File: src/scr_cfg.svh
`ifndef SCR_CFG_SVH
`define SCR_CFG_SVH

////////////////////////////////////////////////////////////////////////////////
// Register offsets
`define SCR_A_IFCFG     15'h0000
`define SCR_A_MODE      15'h0002
`define SCR_A_TYPE      15'h0003
`define SCR_A_PART_LO   15'h0004
`define SCR_A_PART_HI   15'h0005
`define SCR_A_MAKER_LO  15'h000c
`define SCR_A_MAKER_HI  15'h000d
`define SCR_A_STREAM    15'h0010
`define SCR_A_REFCTL    15'h0029
`define SCR_A_POS0      15'h002c
`define SCR_A_POS1      15'h002d
`define SCR_A_POS2      15'h002e

////////////////////////////////////////////////////////////////////////////////
// Field positions
`define SCR_B_SRST      7
`define SCR_B_ASCEND    5
`define SCR_B_RDPIN     4
`define SCR_B_HOLD      0
`define SCR_B_PROC      6
`define SCR_B_RECV      5
`define SCR_B_ZOOM      4
`define SCR_MODE_PD     2'h3

////////////////////////////////////////////////////////////////////////////////
// Reset values
`define SCR_RST_IFCFG   8'h30
`define SCR_RST_MODE    8'h00
`define SCR_RST_TYPE    8'h00
`define SCR_RST_STREAM  8'h00
`define SCR_RST_REFCTL  8'h00

////////////////////////////////////////////////////////////////////////////////
// Timing
`define SCR_CLK_PS      8000
`define SCR_SRST_NS     750
`define SCR_SRST_CYC    ((`SCR_SRST_NS * 1000 + `SCR_CLK_PS - 1) / `SCR_CLK_PS)
`define SCR_SCLK_HALF   8
`define SCR_INSTR_BITS  16
`define SCR_XFER_BITS   24

`endif

File: src/scr_pkg.sv
package scr_pkg;

    // Host link sequencer states
    typedef enum logic [1:0] {
        SCR_H_IDLE  = 2'b00,
        SCR_H_SHIFT = 2'b01,
        SCR_H_GAP   = 2'b11,
        SCR_H_WAIT  = 2'b10
    } scr_hst_t;

    // Device end state
    typedef struct packed {
        logic        sclk_q;
        logic        sref_q;
        logic [4:0]  cnt;
        logic [15:0] instr;
        logic        rd;
        logic [14:0] addr;
        logic [7:0]  rx;
        logic [7:0]  tx;
        logic        miso;
        logic [6:0]  srst;
        logic [7:0]  ifcfg;
        logic [7:0]  mode;
        logic [7:0]  type_r;
        logic [7:0]  stream;
        logic [7:0]  refctl;
        logic        pd;
        logic        evt;
        logic        busy;
    } scr_dev_st_t;

    // Host end state
    typedef struct packed {
        scr_hst_t    st;
        logic [3:0]  div;
        logic        sclk;
        logic        cs_n;
        logic        mosi;
        logic [23:0] sh;
        logic [7:0]  rx;
        logic [4:0]  bcnt;
        logic        wr;
        logic [14:0] addr;
        logic [7:0]  data2;
        logic        pass2;
        logic        recv_seen;
        logic        srst_pend;
        logic [6:0]  wcnt;
        logic        ready;
        logic        rsp_v;
        logic [7:0]  rsp_d;
    } scr_host_st_t;

endpackage

File: src/scr_link_if.sv
interface scr_link_if;
    logic sclk;
    logic cs_n;
    logic mosi;
    logic miso;

    // Device end listens, drives only the read pin
    modport dev  (input sclk, input cs_n, input mosi, output miso);
    // Host end makes the clock and frame
    modport host (output sclk, output cs_n, output mosi, input miso);
endinterface

File: src/scr_dev_end.sv
`include "scr_cfg.svh"

module scr_dev_end import scr_pkg::*; #(
    // Identity codes: arbitrary values
    parameter logic [3:0]  TYPE_CODE = 4'ha,
    parameter logic [15:0] PART_ID   = 16'h5a3c,
    parameter logic [15:0] MAKER_ID  = 16'h1e2d
) (
    input  wire logic        clk,
    input  wire logic        sys_rst,
    scr_link_if.dev          link,
    input  wire logic        sampling_reference_input,
    input  wire logic [23:0] ref_edge_position_status,
    output logic      [1:0]  op_mode,
    output logic             power_down,
    output logic             ref_receiver_enable,
    output logic             ref_processor_enable,
    output logic             ref_window_fine_steps,
    output logic      [3:0]  ref_delay_select,
    output logic             ref_event,
    output logic             soft_reset_busy
);

    ////////////////////////////////////////////////////////////////////////////
    // Constants and storage

    localparam scr_dev_st_t RST_ST = '{
        ifcfg   : `SCR_RST_IFCFG,
        mode    : `SCR_RST_MODE,
        type_r  : `SCR_RST_TYPE,
        stream  : `SCR_RST_STREAM,
        refctl  : `SCR_RST_REFCTL,
        default : '0
    };

    localparam logic [6:0] SRST_CYC = 7'(`SCR_SRST_CYC);
    localparam logic [4:0] LAST_INS = 5'(`SCR_INSTR_BITS - 1);
    localparam logic [4:0] DATA0    = 5'(`SCR_INSTR_BITS);
    localparam logic [4:0] LAST_DAT = 5'(`SCR_INSTR_BITS + 7);

    scr_dev_st_t r;
    scr_dev_st_t n;
    logic [3:0]  pins;
    logic        s_sclk;
    logic        s_cs_n;
    logic        s_mosi;
    logic        s_sref;
    logic        rise;
    logic        fall;
    logic [15:0] nin;
    logic [7:0]  byte_v;
    logic [14:0] nxt_addr;

    ////////////////////////////////////////////////////////////////////////////
    // Pin synchronisers

    // Link pins and reference input cross into clk
    scr_sync2 #(
        .W (4)
    ) u_sync (
        .clk     (clk),
        .sys_rst (sys_rst),
        .d       ({sampling_reference_input, link.mosi, link.cs_n,
                   link.sclk}),
        .q       (pins)
    );

    assign s_sclk = pins[0];
    assign s_cs_n = pins[1];
    assign s_mosi = pins[2];
    assign s_sref = pins[3];

    ////////////////////////////////////////////////////////////////////////////
    // Register read view

    // Byte returned for one address
    function automatic logic [7:0] rd_byte(input scr_dev_st_t st,
                                           input logic [14:0] a);
        logic [7:0] v;
        v = 8'h00;
        unique case (a)
            `SCR_A_IFCFG: begin
                v = {1'b0, st.ifcfg[6:5], 1'b1, st.ifcfg[3:0]};
            end
            `SCR_A_MODE: begin
                v = st.mode;
            end
            `SCR_A_TYPE: begin
                v = {st.type_r[7:4], TYPE_CODE};
            end
            `SCR_A_PART_LO: begin
                v = PART_ID[7:0];
            end
            `SCR_A_PART_HI: begin
                v = PART_ID[15:8];
            end
            `SCR_A_MAKER_LO: begin
                v = MAKER_ID[7:0];
            end
            `SCR_A_MAKER_HI: begin
                v = MAKER_ID[15:8];
            end
            `SCR_A_STREAM: begin
                v = st.stream;
            end
            `SCR_A_REFCTL: begin
                v = st.refctl;
            end
            `SCR_A_POS0: begin
                v = ref_edge_position_status[7:0];
            end
            `SCR_A_POS1: begin
                v = ref_edge_position_status[15:8];
            end
            `SCR_A_POS2: begin
                v = ref_edge_position_status[23:16];
            end
            default: begin
                v = 8'h00;
            end
        endcase
        return v;
    endfunction

    ////////////////////////////////////////////////////////////////////////////
    // Next state

    assign rise = s_sclk & ~r.sclk_q;
    assign fall = ~s_sclk & r.sclk_q;

    // Frame decode, streaming and register writes
    always_comb begin
        n        = r;
        nin      = {r.instr[14:0], s_mosi};
        byte_v   = {r.rx[6:0], s_mosi};
        nxt_addr = r.addr;
        n.sclk_q = s_sclk;
        n.sref_q = s_sref;
        // Reference edges pass only with both enables set
        n.evt    = s_sref & ~r.sref_q & r.refctl[`SCR_B_RECV]
                   & r.refctl[`SCR_B_PROC];
        if (r.srst != 7'h00) begin
            n.srst = r.srst - 7'h01;
            n.cnt  = 5'h00;
            n.miso = 1'b0;
        end else if (s_cs_n) begin
            n.cnt  = 5'h00;
            n.miso = 1'b0;
        end else if (rise) begin
            if (r.cnt < LAST_INS) begin
                n.instr = nin;
                n.cnt   = r.cnt + 5'h01;
            end else if (r.cnt == LAST_INS) begin
                n.instr = nin;
                n.rd    = nin[15];
                n.addr  = nin[14:0];
                n.tx    = rd_byte(r, nin[14:0]);
                n.cnt   = DATA0;
            end else begin
                n.rx = byte_v;
                if (r.cnt == LAST_DAT) begin
                    // Address step for the next streamed byte
                    if (r.stream[`SCR_B_HOLD]) begin
                        nxt_addr = r.addr;
                    end else if (r.ifcfg[`SCR_B_ASCEND]) begin
                        nxt_addr = r.addr + 15'h0001;
                    end else begin
                        nxt_addr = r.addr - 15'h0001;
                    end
                    n.addr = nxt_addr;
                    n.tx   = rd_byte(r, nxt_addr);
                    n.cnt  = DATA0;
                    if (!r.rd) begin
                        unique case (r.addr)
                            `SCR_A_IFCFG: begin
                                if (byte_v[`SCR_B_SRST]) begin
                                    n.srst = SRST_CYC;
                                end else begin
                                    n.ifcfg = byte_v;
                                end
                            end
                            `SCR_A_MODE: begin
                                n.mode = byte_v;
                            end
                            `SCR_A_TYPE: begin
                                n.type_r = {byte_v[7:4], 4'h0};
                            end
                            `SCR_A_STREAM: begin
                                n.stream = byte_v;
                            end
                            `SCR_A_REFCTL: begin
                                n.refctl = byte_v;
                            end
                            default: begin
                                n.rx = byte_v;
                            end
                        endcase
                    end
                end else begin
                    n.cnt = r.cnt + 5'h01;
                end
            end
        end else if (fall && r.rd && r.cnt >= DATA0) begin
            // Read data leaves on the dedicated output pin
            n.miso = r.tx[7];
            n.tx   = {r.tx[6:0], 1'b0};
        end
        // Registers held at reset values while soft reset runs
        if (n.srst != 7'h00) begin
            n.ifcfg  = `SCR_RST_IFCFG;
            n.mode   = `SCR_RST_MODE;
            n.type_r = `SCR_RST_TYPE;
            n.stream = `SCR_RST_STREAM;
            n.refctl = `SCR_RST_REFCTL;
            n.rd     = 1'b0;
            n.evt    = 1'b0;
        end
        n.pd   = (n.mode[1:0] == `SCR_MODE_PD);
        n.busy = (n.srst != 7'h00);
    end

    ////////////////////////////////////////////////////////////////////////////
    // State register

    always_ff @(posedge clk) begin
        if (sys_rst) begin
            r <= RST_ST;
        end else begin
            r <= n;
        end
    end

    ////////////////////////////////////////////////////////////////////////////
    // Outputs

    // All taken from state flops
    assign link.miso             = r.miso;
    assign op_mode               = r.mode[1:0];
    assign power_down            = r.pd;
    assign ref_receiver_enable   = r.refctl[`SCR_B_RECV];
    assign ref_processor_enable  = r.refctl[`SCR_B_PROC];
    assign ref_window_fine_steps = r.refctl[`SCR_B_ZOOM];
    assign ref_delay_select      = r.refctl[3:0];
    assign ref_event             = r.evt;
    assign soft_reset_busy       = r.busy;

endmodule

File: src/scr_sync2.sv
module scr_sync2 #(
    parameter int W = 1
) (
    input  wire logic         clk,
    input  wire logic         sys_rst,
    input  wire logic [W-1:0] d,
    output logic      [W-1:0] q
);

    typedef struct packed {
        logic [W-1:0] s1;
        logic [W-1:0] s2;
    } scr_sync_st_t;

    scr_sync_st_t r;
    scr_sync_st_t n;

    // Second stage only reads the first
    always_comb begin
        n    = r;
        n.s1 = d;
        n.s2 = r.s1;
    end

    always_ff @(posedge clk) begin
        if (sys_rst) begin
            r <= '0;
        end else begin
            r <= n;
        end
    end

    assign q = r.s2;

endmodule

File: src/flat_wrapper.sv
// flat-port wrapper written by rule: the top's interface ports become plain ports
module scr_dev_end_flat import scr_pkg::*;
#(
                                       
    parameter logic [3:0]  TYPE_CODE = 4'ha,
    parameter logic [15:0] PART_ID   = 16'h5a3c,
    parameter logic [15:0] MAKER_ID  = 16'h1e2d
)
  (clk, sys_rst, sampling_reference_input, ref_edge_position_status, op_mode, power_down, ref_receiver_enable, ref_processor_enable, ref_window_fine_steps, ref_delay_select, ref_event, soft_reset_busy, link_sclk, link_cs_n, link_mosi, link_miso);
  scr_link_if link_i ();
  input  wire logic clk;
  input  wire logic sys_rst;
  input  wire logic sampling_reference_input;
  input  wire logic [23:0] ref_edge_position_status;
  output logic      [1:0] op_mode;
  output logic power_down;
  output logic ref_receiver_enable;
  output logic ref_processor_enable;
  output logic ref_window_fine_steps;
  output logic      [3:0] ref_delay_select;
  output logic ref_event;
  output logic soft_reset_busy;
  input wire logic [$bits(link_i.sclk)-1:0] link_sclk;
  input wire logic [$bits(link_i.cs_n)-1:0] link_cs_n;
  input wire logic [$bits(link_i.mosi)-1:0] link_mosi;
  output wire logic [$bits(link_i.miso)-1:0] link_miso;
  assign link_i.sclk = link_sclk;
  assign link_i.cs_n = link_cs_n;
  assign link_i.mosi = link_mosi;
  assign link_miso = link_i.miso;
  scr_dev_end #(.TYPE_CODE(TYPE_CODE), .PART_ID(PART_ID), .MAKER_ID(MAKER_ID)) u_core (.clk(clk), .sys_rst(sys_rst), .link(link_i), .sampling_reference_input(sampling_reference_input), .ref_edge_position_status(ref_edge_position_status), .op_mode(op_mode), .power_down(power_down), .ref_receiver_enable(ref_receiver_enable), .ref_processor_enable(ref_processor_enable), .ref_window_fine_steps(ref_window_fine_steps), .ref_delay_select(ref_delay_select), .ref_event(ref_event), .soft_reset_busy(soft_reset_busy));
endmodule
File: config.mk
export PLATFORM = sky130hd
export DESIGN_NAME = scr_dev_end_flat
export DESIGN_NICKNAME = d
export VERILOG_FILES = /design/src/scr_pkg.sv /design/src/scr_link_if.sv /design/src/scr_dev_end.sv /design/src/scr_sync2.sv /design/src/flat_wrapper.sv
export VERILOG_INCLUDE_DIRS = /design/src
export SDC_FILE = /design/constraint.sdc
export NUM_CORES = 1
export LEC_CHECK = 0
export BUFFER_PORTS_ARGS = -buffer_cell sky130_fd_sc_hd__buf_2
export CAP_MARGIN = 10
export CORE_ASPECT_RATIO = 2
export CORE_UTILIZATION = 58
export CTS_CLUSTER_DIAMETER = 30
export CTS_CLUSTER_SIZE = 14
export DETAILED_ROUTE_END_ITERATION = 8
export GPL_TIMING_DRIVEN = 0
export PLACE_DENSITY = 0.77
export REMOVE_ABC_BUFFERS = 1
export SKIP_CTS_REPAIR_TIMING = 1
export SYNTH_ARGS = -nofsm -noshare
export SYNTH_HDL_FRONTEND = slang
export SYNTH_HIERARCHICAL = 1
export SYNTH_SLANG_ARGS = --single-unit
File: constraint.sdc
create_clock -name clk -period 3.8 [get_ports clk]
set_input_delay 0.76 -clock clk [delete_from_list [all_inputs] [get_ports clk]]
set_output_delay 0.76 -clock clk [all_outputs]
set_load 0.005 [all_outputs]
# Yosys cells after proc, flatten, opt, wreduce, memory -nomap -nowiden
# Cells that the tools add are included.
[word_totals]
latchBits = 0
out_inout_bits = 13
mem_count = 0
rom_bits = 0
mem_bits_rw = 0
ff_bits = 107
[op_classes]
n_mul = 0
order_cmp = 2
n_mux = 45
n_reduce_logical = 21
n_eq_ne = 33
n_addsub = 4
n_div = 0
shifts = 0
n_bitwise = 15
[ops]
columns = ["cell", "count"]
rows = [
  ["$mux 47", 6],
  ["$pmux 8 s12", 2],
  ["$mux 31", 6],
  ["$mux 15", 10],
  ["$eq 15x6->1 const B", 9],
  ["$eq 15x2->1 const B", 6],
  ["$mux 17", 5],
  ["$eq 15x3->1 const B", 4],
  ["$eq 15x4->1 const B", 4],
  ["$mux 8", 7],
  ["$mux 26", 2],
  ["$eq 15x5->1 const B", 3],
  ["$logic_not 15->1", 3],
  ["$reduce_and 8->1", 4],
  ["$mux 21", 1],
  ["$mux 7", 3],
  ["$reduce_and 5->1", 4],
  ["$add 15x1->15 const B", 1],
  ["$sub 15x1->15 const B", 1],
  ["$reduce_bool 7->1", 2],
  ["$mux 5", 2],
  ["$ne 5x5->1 const B", 2],
  ["$not 1->1", 10],
  ["$mux 9", 1],
  ["other kinds (17)", 22],
]

# Longest topological paths before layout
# Gate-level depths: netlist of run 1.
[depth]
word_depth = 20
depth_mapped = 13
ltp_nobuf = 10

# Modules after synthesis
# Netlist of run 1, hierarchy kept.
[modules_own_cells]
columns = ["module", "cells_each", "area_each_um2", "instances", "seq_area_each_um2"]
rows = [
  ["scr_dev_end", 831, 6498.7, 1, 1961.9],
  ["scr_sync2", 16, 210.2, 1, 160.2],
]

# Worst setup path after synthesis of run 1
# OpenSTA, ideal clock, no wires.
[synth_path]
path_kind = "register to register"
from = "register u_core/r[40] (netlist name)"
to = "register u_core/r[53] (netlist name)"
setup_ns = 0.126
t_arrival_ns = 3.080
path_slack_ns = 0.594
synth_period_minus_slack_ns = 3.206
n_path_buf = 0
path_stages_with_launch = 11
path_cell_list = "dfxtp_1 > inv_1 > fa_1 > a211oi_1 > o21ai_0 > a21boi_0 > mux2_2 > o31a_1 > and4_1 > nand4b_1 > o21ai_0"
[synth_via]
elab_chain_cells = 19
word_cells_on_any_way = 30
classes_between = "eq/ne (11); mux (18); reduce/logical (1)"
[synth_rtl]
columns = ["item", "line", "text"]
rows = [
  ["start, declared", "scr_dev_end.sv:41", "scr_dev_st_t r;"],
  ["start signal, assigned", "scr_dev_end.sv:229", "r <= n;"],
  ["$mux 15 *", "scr_dev_end.sv:165", "end else if (r.ifcfg[`SCR_B_ASCEND]) begin"],
  ["$mux 15 *", "scr_dev_end.sv:163", "if (r.stream[`SCR_B_HOLD]) begin"],
  ["$mux 15 *", "scr_dev_end.sv:161", "if (r.cnt == LAST_DAT) begin"],
  ["$mux 15 *", "scr_dev_end.sv:153", "end else if (r.cnt == LAST_INS) begin"],
  ["$mux 15 *", "scr_dev_end.sv:150", "if (r.cnt < LAST_INS) begin"],
  ["$mux 15 *", "scr_dev_end.sv:149", "end else if (rise) begin"],
  ["$mux 15 *", "scr_dev_end.sv:146", "end else if (s_cs_n) begin"],
  ["$mux 15 *", "scr_dev_end.sv:142", "if (r.srst != 7'h00) begin"],
  ["[... 3 more ...]", "n/a", ""],
  ["$mux 31 *", "scr_dev_end.sv:153", ""],
  ["$mux 31 *", "scr_dev_end.sv:150", ""],
  ["$mux 31 *", "scr_dev_end.sv:149", ""],
  ["$mux 31 *", "scr_dev_end.sv:146", ""],
  ["$mux 31 *", "scr_dev_end.sv:142", ""],
  ["$mux 8 *", "scr_dev_end.sv:153", ""],
  ["$mux 8 *", "scr_dev_end.sv:150", ""],
  ["$mux 8 *", "scr_dev_end.sv:149", ""],
]
# Mark *: on every way between the ends. The rest lies on a longest branch, timed or not. The select of a mux whose other input is x is not followed.
# A chain may end at the register's enable or synchronous reset.

# Final worst setup path of run 1
[layout_path]
from = "register u_core/r[40] (netlist name)"
to = "register u_core/r[55] (netlist name)"
# Same word-level chain as after synthesis.

==> metrics.csv, run 1 <==
stage;metric;value;unit
status;outcome;finished, final reports clean;
drt;DR pass1 iterations;6;
sta;Final min period;3.73;ns
drt;routed len/inst;21.8;um
grt;initial antenna violation count;0;
grt;first-pass GRT wire length;34200;um
grt;GRT Overall Usage;36.9;%
job;Max-Cap Viols;0;
clock_tree;worst skew pair latency;0.35;ns
pwr;Max VDD drop;319;uV
final_layout;FILL cells;1015;
worst_hold_path;Hold Startpoint;u_core/u_sync/n[0];
die;die width;78.1;um
setup_path;setup slack, reg-to-reg;0.07;ns
die;Die Ht;154;um
drt;Final ANT Viol Nets;0;
clock_tree;CTS Buffer Depth;2;
synthesis;asr flop ratio synth;0;%
setup_path;Crit Path Category;reg2reg;
sta;Tcrit/Tclk final;98.2;%
grt;largest net degree at the start of global routing;64;
grt;global route overflow;0;
pwr;Power Total;2.58;mW
drt;total number of vias;6874;
setup_path;Arrival @ worst endpoint;3.95;ns
setup_path;worst r2r dst;u_core/r[55];
synthesis;Main synth FF type;dfxtp_1;
synthesis;sequential share of the synthesized area;31.6;%
synthesis;synth unique cells;80;
pwr;leakage;2.87;nW
sta;final setup fails;0;
final_layout;commonest non-fill, non-tap cell in the layout;nor2_1;
synthesis;mux cell area share after synthesis;9.98;%
setup_path;crit path cell chain;clkinvlp_4, buf_4, buf_12, ha_1, a211oi_4, o211a_1, nor3b_2, buf_4, and2_1, or4_1, a41o_1, nand4b_1, o21ai_0;
synthesis;Post-Synth Simple-Gate Area;24.3;%
die;std cell rows;55;
sta;final hold vios;0;
worst_hold_path;Min-Delay Endpoint;u_core/u_sync/q[0];
worst_hold_path;hold crit path type;reg2reg;
placement;number of port buffers;42;
synthesis;adder-cell area share of the yosys netlist;3.28;%
final_layout;commonest non-fill, non-tap cells in the layout;nor2_1, dfxtp_1, nand2_1, a21oi_1, mux2i_1;
final_layout;proportion of layout cells with a drive suffix above 1;13.3;%
die;Initial Util;59.4;%
synthesis;EDFF count, synth;0;
placement;HPWL Detailed;16200;um
synthesis;Syn. warnings;6;
worst_hold_path;Hold Crit Depth;1;
clock_tree;register clock-pin slew on the reported worst setup and hold paths;0.08;ns
sta;unrepaired setup endpoints after global routing;true;
synthesis;Post-Synth XOR/XNOR Area;1.44;%
setup_path;required time of the critical path;4.02;ns
synthesis;Post-Synthesis Cells;847;
setup_path;worst r2r src;u_core/r[40];
clock_tree;TritonCTS sink count;106;
sta;Max Slew Vio Count;0;
clock_tree;CTS root buffer;clkbuf_16;
final_layout;Antenna Cells;0;
setup_path;Worst setup SP type;flip-flop;
setup_path;Worst path max stage delay;0.53;ns
drt;drt via density;6.79;
setup_path;crit path max-delay cell type;or4_1;
final_layout;final core utilization;65.5;%
setup_path;crit-path most repeated cell;buf_4;
synthesis;Post-Syn Area;6710;um^2
clock_tree;CTS tree;built;
clock_tree;htree depth;3;
final_layout;register area;2120;um^2
synthesis;#FFs+latches synth;106;
clock_tree;cts bufs inserted;9;
synthesis;Area contributors post-synth;dfxtp_1, mux2i_1, nor2_1, a21oi_1, nand2_1;
sta;FMAX;0.268;GHz
drt;DRT Wirelength;22100;um
sta;Clock Skew;0.0101;ns
die;I/O pin count;43;
setup_path;endpoint class of the critical path;flip-flop;
sta;Least-Margin Pin Slew;1.18;ns
final_layout;synthesis-to-layout area growth;10.1;%
placement;area of placed instances;6870;um^2
synthesis;largest family of logic cells by synthesized area;simple AND/OR/NAND/NOR gates;
pwr;pwr/cell area;349;nW/um^2
sta;relative slew slack;21.0;%
synthesis;Synth top area share;31.6;%
synthesis;Syn Area/Cell;7.92;um^2
die;die area;12000;um^2
final_layout;nets@finish;912;
die;Core ar.;11300;um^2
drt;initial DRC count;649;
synthesis;Compound-Gate Fraction of Synth Area;24.2;%
final_layout;multi-input logic area;4310;um^2
final_layout;post-route cell area;7390;um^2
setup_path;CP max FO;8;
setup_path;cells on worst reg2reg path;13;
drt;Residual DRC;0;
grt;vias in the first global route;6530;
synthesis;leading area contributor after synthesis;dfxtp_1;
placement;gp weighted congestion;0.957;
critical path: cells and delay by family (launching register included):
kind,cells,cell delay (ns)
compound gates,4,1.10
flops,1,0.42
buf+inv,4,0.61
simple gates,4,1.12
fa+ha+maj,1,0.32
power breakdown:
| part | internal [mW] | switching [mW] |
|---|---|---|
| Sequential | 1.15 | 0.0455 |
| Combinational | 0.154 | 0.238 |
| Clock | 0.541 | 0.451 |
| Total | 1.84 | 0.735 |
cell usage after synthesis (10+ instances only):
library cell  number
ha_1              16
nor2_1           123
dfxtp_1          106
nor3_1            16
nor2b_1           21
nand3_1           25
o21ai_0           36
a211oi_1          13
a22oi_1           16
clkbuf_1          33
o211ai_1          11
a21oi_1           74
inv_1             12
nor4_1            10
nand2_1           86
mux2i_1           59
a221oi_1          11
per-layer routing:
layer	vias up	track usage [%]	share of wire [%]
li1	3158	-	-
met1	3268	39.3	36
met2	335	65.2	52
met3	113	3.92	5.1
met4	0	28.1	7.5
met5	-	0	0
how the worst max path moves through the flow:
stage | depth (start not counted) | slack (ns) | endpoint | from
after global placement | 8 | -0.78 | u_core/r[55] | u_core/r[11]
after global routing | 13 | -0.06 | u_core/r[55] | u_core/r[40]
final | 13 | 0.07 | u_core/r[55] | u_core/r[40]
after CTS | 9 | -0.66 | u_core/power_down | u_core/r[99]
after floorplan | 10 | 0.54 | u_core/r[57] | u_core/r[40]
after detailed placement | 9 | -0.60 | u_core/power_down | u_core/r[99]
stage by stage:
step | std cells | setup TNS, ns | setup slack (ns) | hold slack (ns)
6_report | 1012 | 0 | 0.0695 | 0.436
3_3_place_gp | 978 | -17.54 | -0.780 | 0.418
3_5_place_dp | 982 | -12.94 | -0.600 | 0.427
4_1_cts | 998 | -14.78 | -0.655 | 0.440
5_1_grt | 1012 | -0.100 | -0.0601 | 0.464
2_1_floorplan | 794 | 0 | 0.541 | 0.414
state kept, by name (all words and copies together) (netlist names):
name                          count
u_core/r                         63
u_core/nin                       15
u_core/byte_v                     7
u_core/ref_delay_select           4
u_core/u_sync/n                   4
u_core/u_sync/q                   4
u_core/op_mode                    2
u_core/link.miso                  1
u_core/power_down                 1
u_core/ref_event                  1
u_core/ref_processor_enable       1
u_core/ref_receiver_enable        1
u_core/ref_window_fine_steps      1
u_core/soft_reset_busy            1
kinds of logic after synthesis:
family | Yosys count
buf+inv | 66
flops | 106
mux | 66
simple gates | 338
compound gates | 243
xor+xnor | 11
fa+ha+maj | 17
final cells by class:
class	instances	share of cell area, %
Inverter	13	0.711
Clock inverter	5	0.914
Sequential cell	106	28.8
Tap cell	142	2.40
Clock buffer	11	3.29
Multi-Input combinational cell	675	58.4
Timing Repair Buffer	60	5.55
Note: power is estimated with default switching activity, not from simulation.
==> inputs of run 2 (changes only) <==
- clock period: 3.8 -> 4.4 ns (I/O delays scaled with it)
==> metrics.csv, run 2 (synthesis gave the netlist of run 1 again) <==
stage;metric;value;unit;change
final_layout;nets@finish;911;;-0.11%
clock_tree;CTS Buffer Depth;2;;unchanged
final_layout;Antenna Cells;0;;unchanged
setup_path;CP top delay family;compound AO/OA/AOI/OAI gates;;
clock_tree;CTS tree;built;;
drt;drt via density;6.80;;about the same
final_layout;non-filler cells, final;1011;;-0.099%
final_layout;proportion of layout cells with a drive suffix above 1;11.9;%;-1.5 points
final_layout;commonest non-fill, non-tap cells in the layout;nor2_1, dfxtp_1, nand2_1, a21oi_1, mux2i_1;;
grt;initial antenna violation count;0;;unchanged
clock_tree;worst skew pair latency;0.35;ns;about the same
setup_path;buffers plus inverters on the worst setup path;3;;-1
worst_hold_path;hold crit path type;reg2reg;;
pwr;Max VDD drop;275;uV;-14%
sta;Clock Skew;0.0113;ns;+0.00129 ns
placement;number of port buffers;42;;unchanged
clock_tree;htree depth;3;;unchanged
sta;Max Slew Vio Count;0;;unchanged
setup_path;endpoint class of the critical path;flip-flop;;
setup_path;required time of the critical path;4.67;ns;+0.65 ns
die;I/O pin count;43;;unchanged
drt;total number of vias;6870;;-0.058%
die;Core ar.;11300;um^2;unchanged
sta;final hold slack;0.439;ns;+0.00269 ns
clock_tree;TritonCTS sink count;106;;unchanged
pwr;leakage;2.85;nW;-0.49%
setup_path;crit-path most repeated cell;o21ai_0;;
setup_path;Worst path max stage delay;0.62;ns;+0.09 ns
final_layout;post-route cell area;7320;um^2;-0.88%
sta;Least-Margin Pin Slew;1.20;ns;+0.0136 ns
sta;final setup fails;0;;unchanged
setup_path;Arrival @ worst endpoint;4.41;ns;+0.46 ns
setup_path;crit path max-delay cell type;o2111ai_1;;
grt;vias in the first global route;6530;;unchanged
drt;Residual DRC;0;;unchanged
setup_path;crit path cell chain;clkinvlp_4, buf_4, buf_12, ha_1, a211oi_2, o21ai_1, xnor2_1, o21ai_0, o2111ai_1, a21oi_1, a221oi_1, o21ai_0;;
die;die area;12000;um^2;unchanged
final_layout;commonest non-fill, non-tap cell in the layout;nor2_1;;
sta;Final min period;4.14;ns;+0.412 ns
drt;DRT Wirelength;22000;um;-0.43%
drt;routed len/inst;21.8;um;-0.33%
die;Initial Util;59.4;%;unchanged
drt;Final ANT Viol Nets;0;;unchanged
sta;relative slew slack;20.1;%;-0.91 points
placement;area of placed instances;6870;um^2;unchanged
placement;HPWL Detailed;16200;um;unchanged
final_layout;final core utilization;64.9;%;-0.58 points
setup_path;Worst setup SP type;flip-flop;;
pwr;Power Total;2.22;mW;-14%
drt;DR pass1 iterations;8;;+2
sta;final hold vios;0;;unchanged
sta;Tcrit/Tclk final;94.1;%;-4.0 points
clock_tree;register clock-pin slew on the reported worst setup and hold paths;0.08;ns;about the same
final_layout;synthesis-to-layout area growth;9.16;%;
clock_tree;cts bufs inserted;9;;unchanged
die;std cell rows;55;;unchanged
final_layout;max FFs per register;63;;unchanged
final_layout;Top reg by flops;u_core/r;;
job;Max-Cap Viols;0;;unchanged
clock_tree;CTS root buffer;clkbuf_16;;
final_layout;FILL cells;1023;;+0.79%
die;die width;78.1;um;unchanged
grt;first-pass GRT wire length;34200;um;unchanged
grt;largest net degree at the start of global routing;64;;unchanged
placement;gp weighted congestion;0.957;;unchanged
pwr;pwr/cell area;303;nW/um^2;-13%
grt;global route overflow;0;;unchanged
setup_path;Crit Path Category;reg2reg;;
setup_path;CP max FO;8;;unchanged
sta;FMAX;0.241;GHz;-9.9%
placement;placed cell count;982;;unchanged
die;Die Ht;154;um;unchanged
grt;GRT Overall Usage;36.9;%;unchanged
drt;initial DRC count;657;;+1.2%
status;outcome;finished, final reports clean;;
## run 2: cell types whose count changed in the layout (fill, tap and decap cells not counted), moves of 2 or more
cell	change
dfxtp_1	+2
dfxtp_2	-2
o21ai_0	+3
o21ai_1	-2
## run 2: worst reg2reg max path, cell delays in order, from the launching register on
cell and delay, ns:
dfxtp_1 0.49, clkinvlp_4 0.12, buf_4 0.18, buf_12 0.15
ha_1 0.30, a211oi_2 0.40, o21ai_1 0.29, xnor2_1 0.22
o21ai_0 0.59, o2111ai_1 0.62, a21oi_1 0.38, a221oi_1 0.09
o21ai_0 0.21
## run 2: final timing paths
check / cells after the start / to / startpoint / slack (ns)
worst min register to register: 1 / u_core/u_sync/q[0] / u_core/u_sync/n[0] / 0.44
worst max register to register: 12 / u_core/r[57] / u_core/r[40] / 0.26
worst max-delay path: 12 / u_core/r[57] / u_core/r[40] / 0.26
worst min-delay path: 1 / u_core/u_sync/q[0] / u_core/u_sync/n[0] / 0.44
## run 2: power by group
| part | switching, mW | internal, mW | total (mW) | leakage, nW |
|---|---|---|---|---|
| Combinational | 0.203 | 0.133 | 0.335 | 1.85 |
| Sequential | 0.0394 | 0.991 | 1.03 | 0.857 |
| Clock | 0.385 | 0.467 | 0.853 | 0.153 |
## run 2: cell type report
type | count | area, um^2 | area share (%)
flip-flops and latches | 106 | 2120 | 29.0
inverters | 13 | 52.6 | 0.718
clock buffers | 11 | 243 | 3.31
well taps | 142 | 178 | 2.43
clock inverters | 5 | 67.6 | 0.923
multi-input cells | 675 | 4260 | 58.1
repair buffers | 59 | 403 | 5.50
## run 2: stage by stage
stage               setup WS [ns]  setup TNS [ns]
finish                      0.258               0
global route               -0.118          -0.395
CTS                       -0.0553         -0.0553
detailed placement     -0.0000151      -0.0000151
global placement           -0.180           -1.14
floorplan                    1.14               0
## run 2: routing by layer
metal	vias to the layer above	global-route usage [%]	routed length, um
li1	3156	-	-
met1	3265	39.3	7830
met2	338	65.2	11300
met3	111	3.92	1130
met4	0	28.1	1710
met5	-	0	0
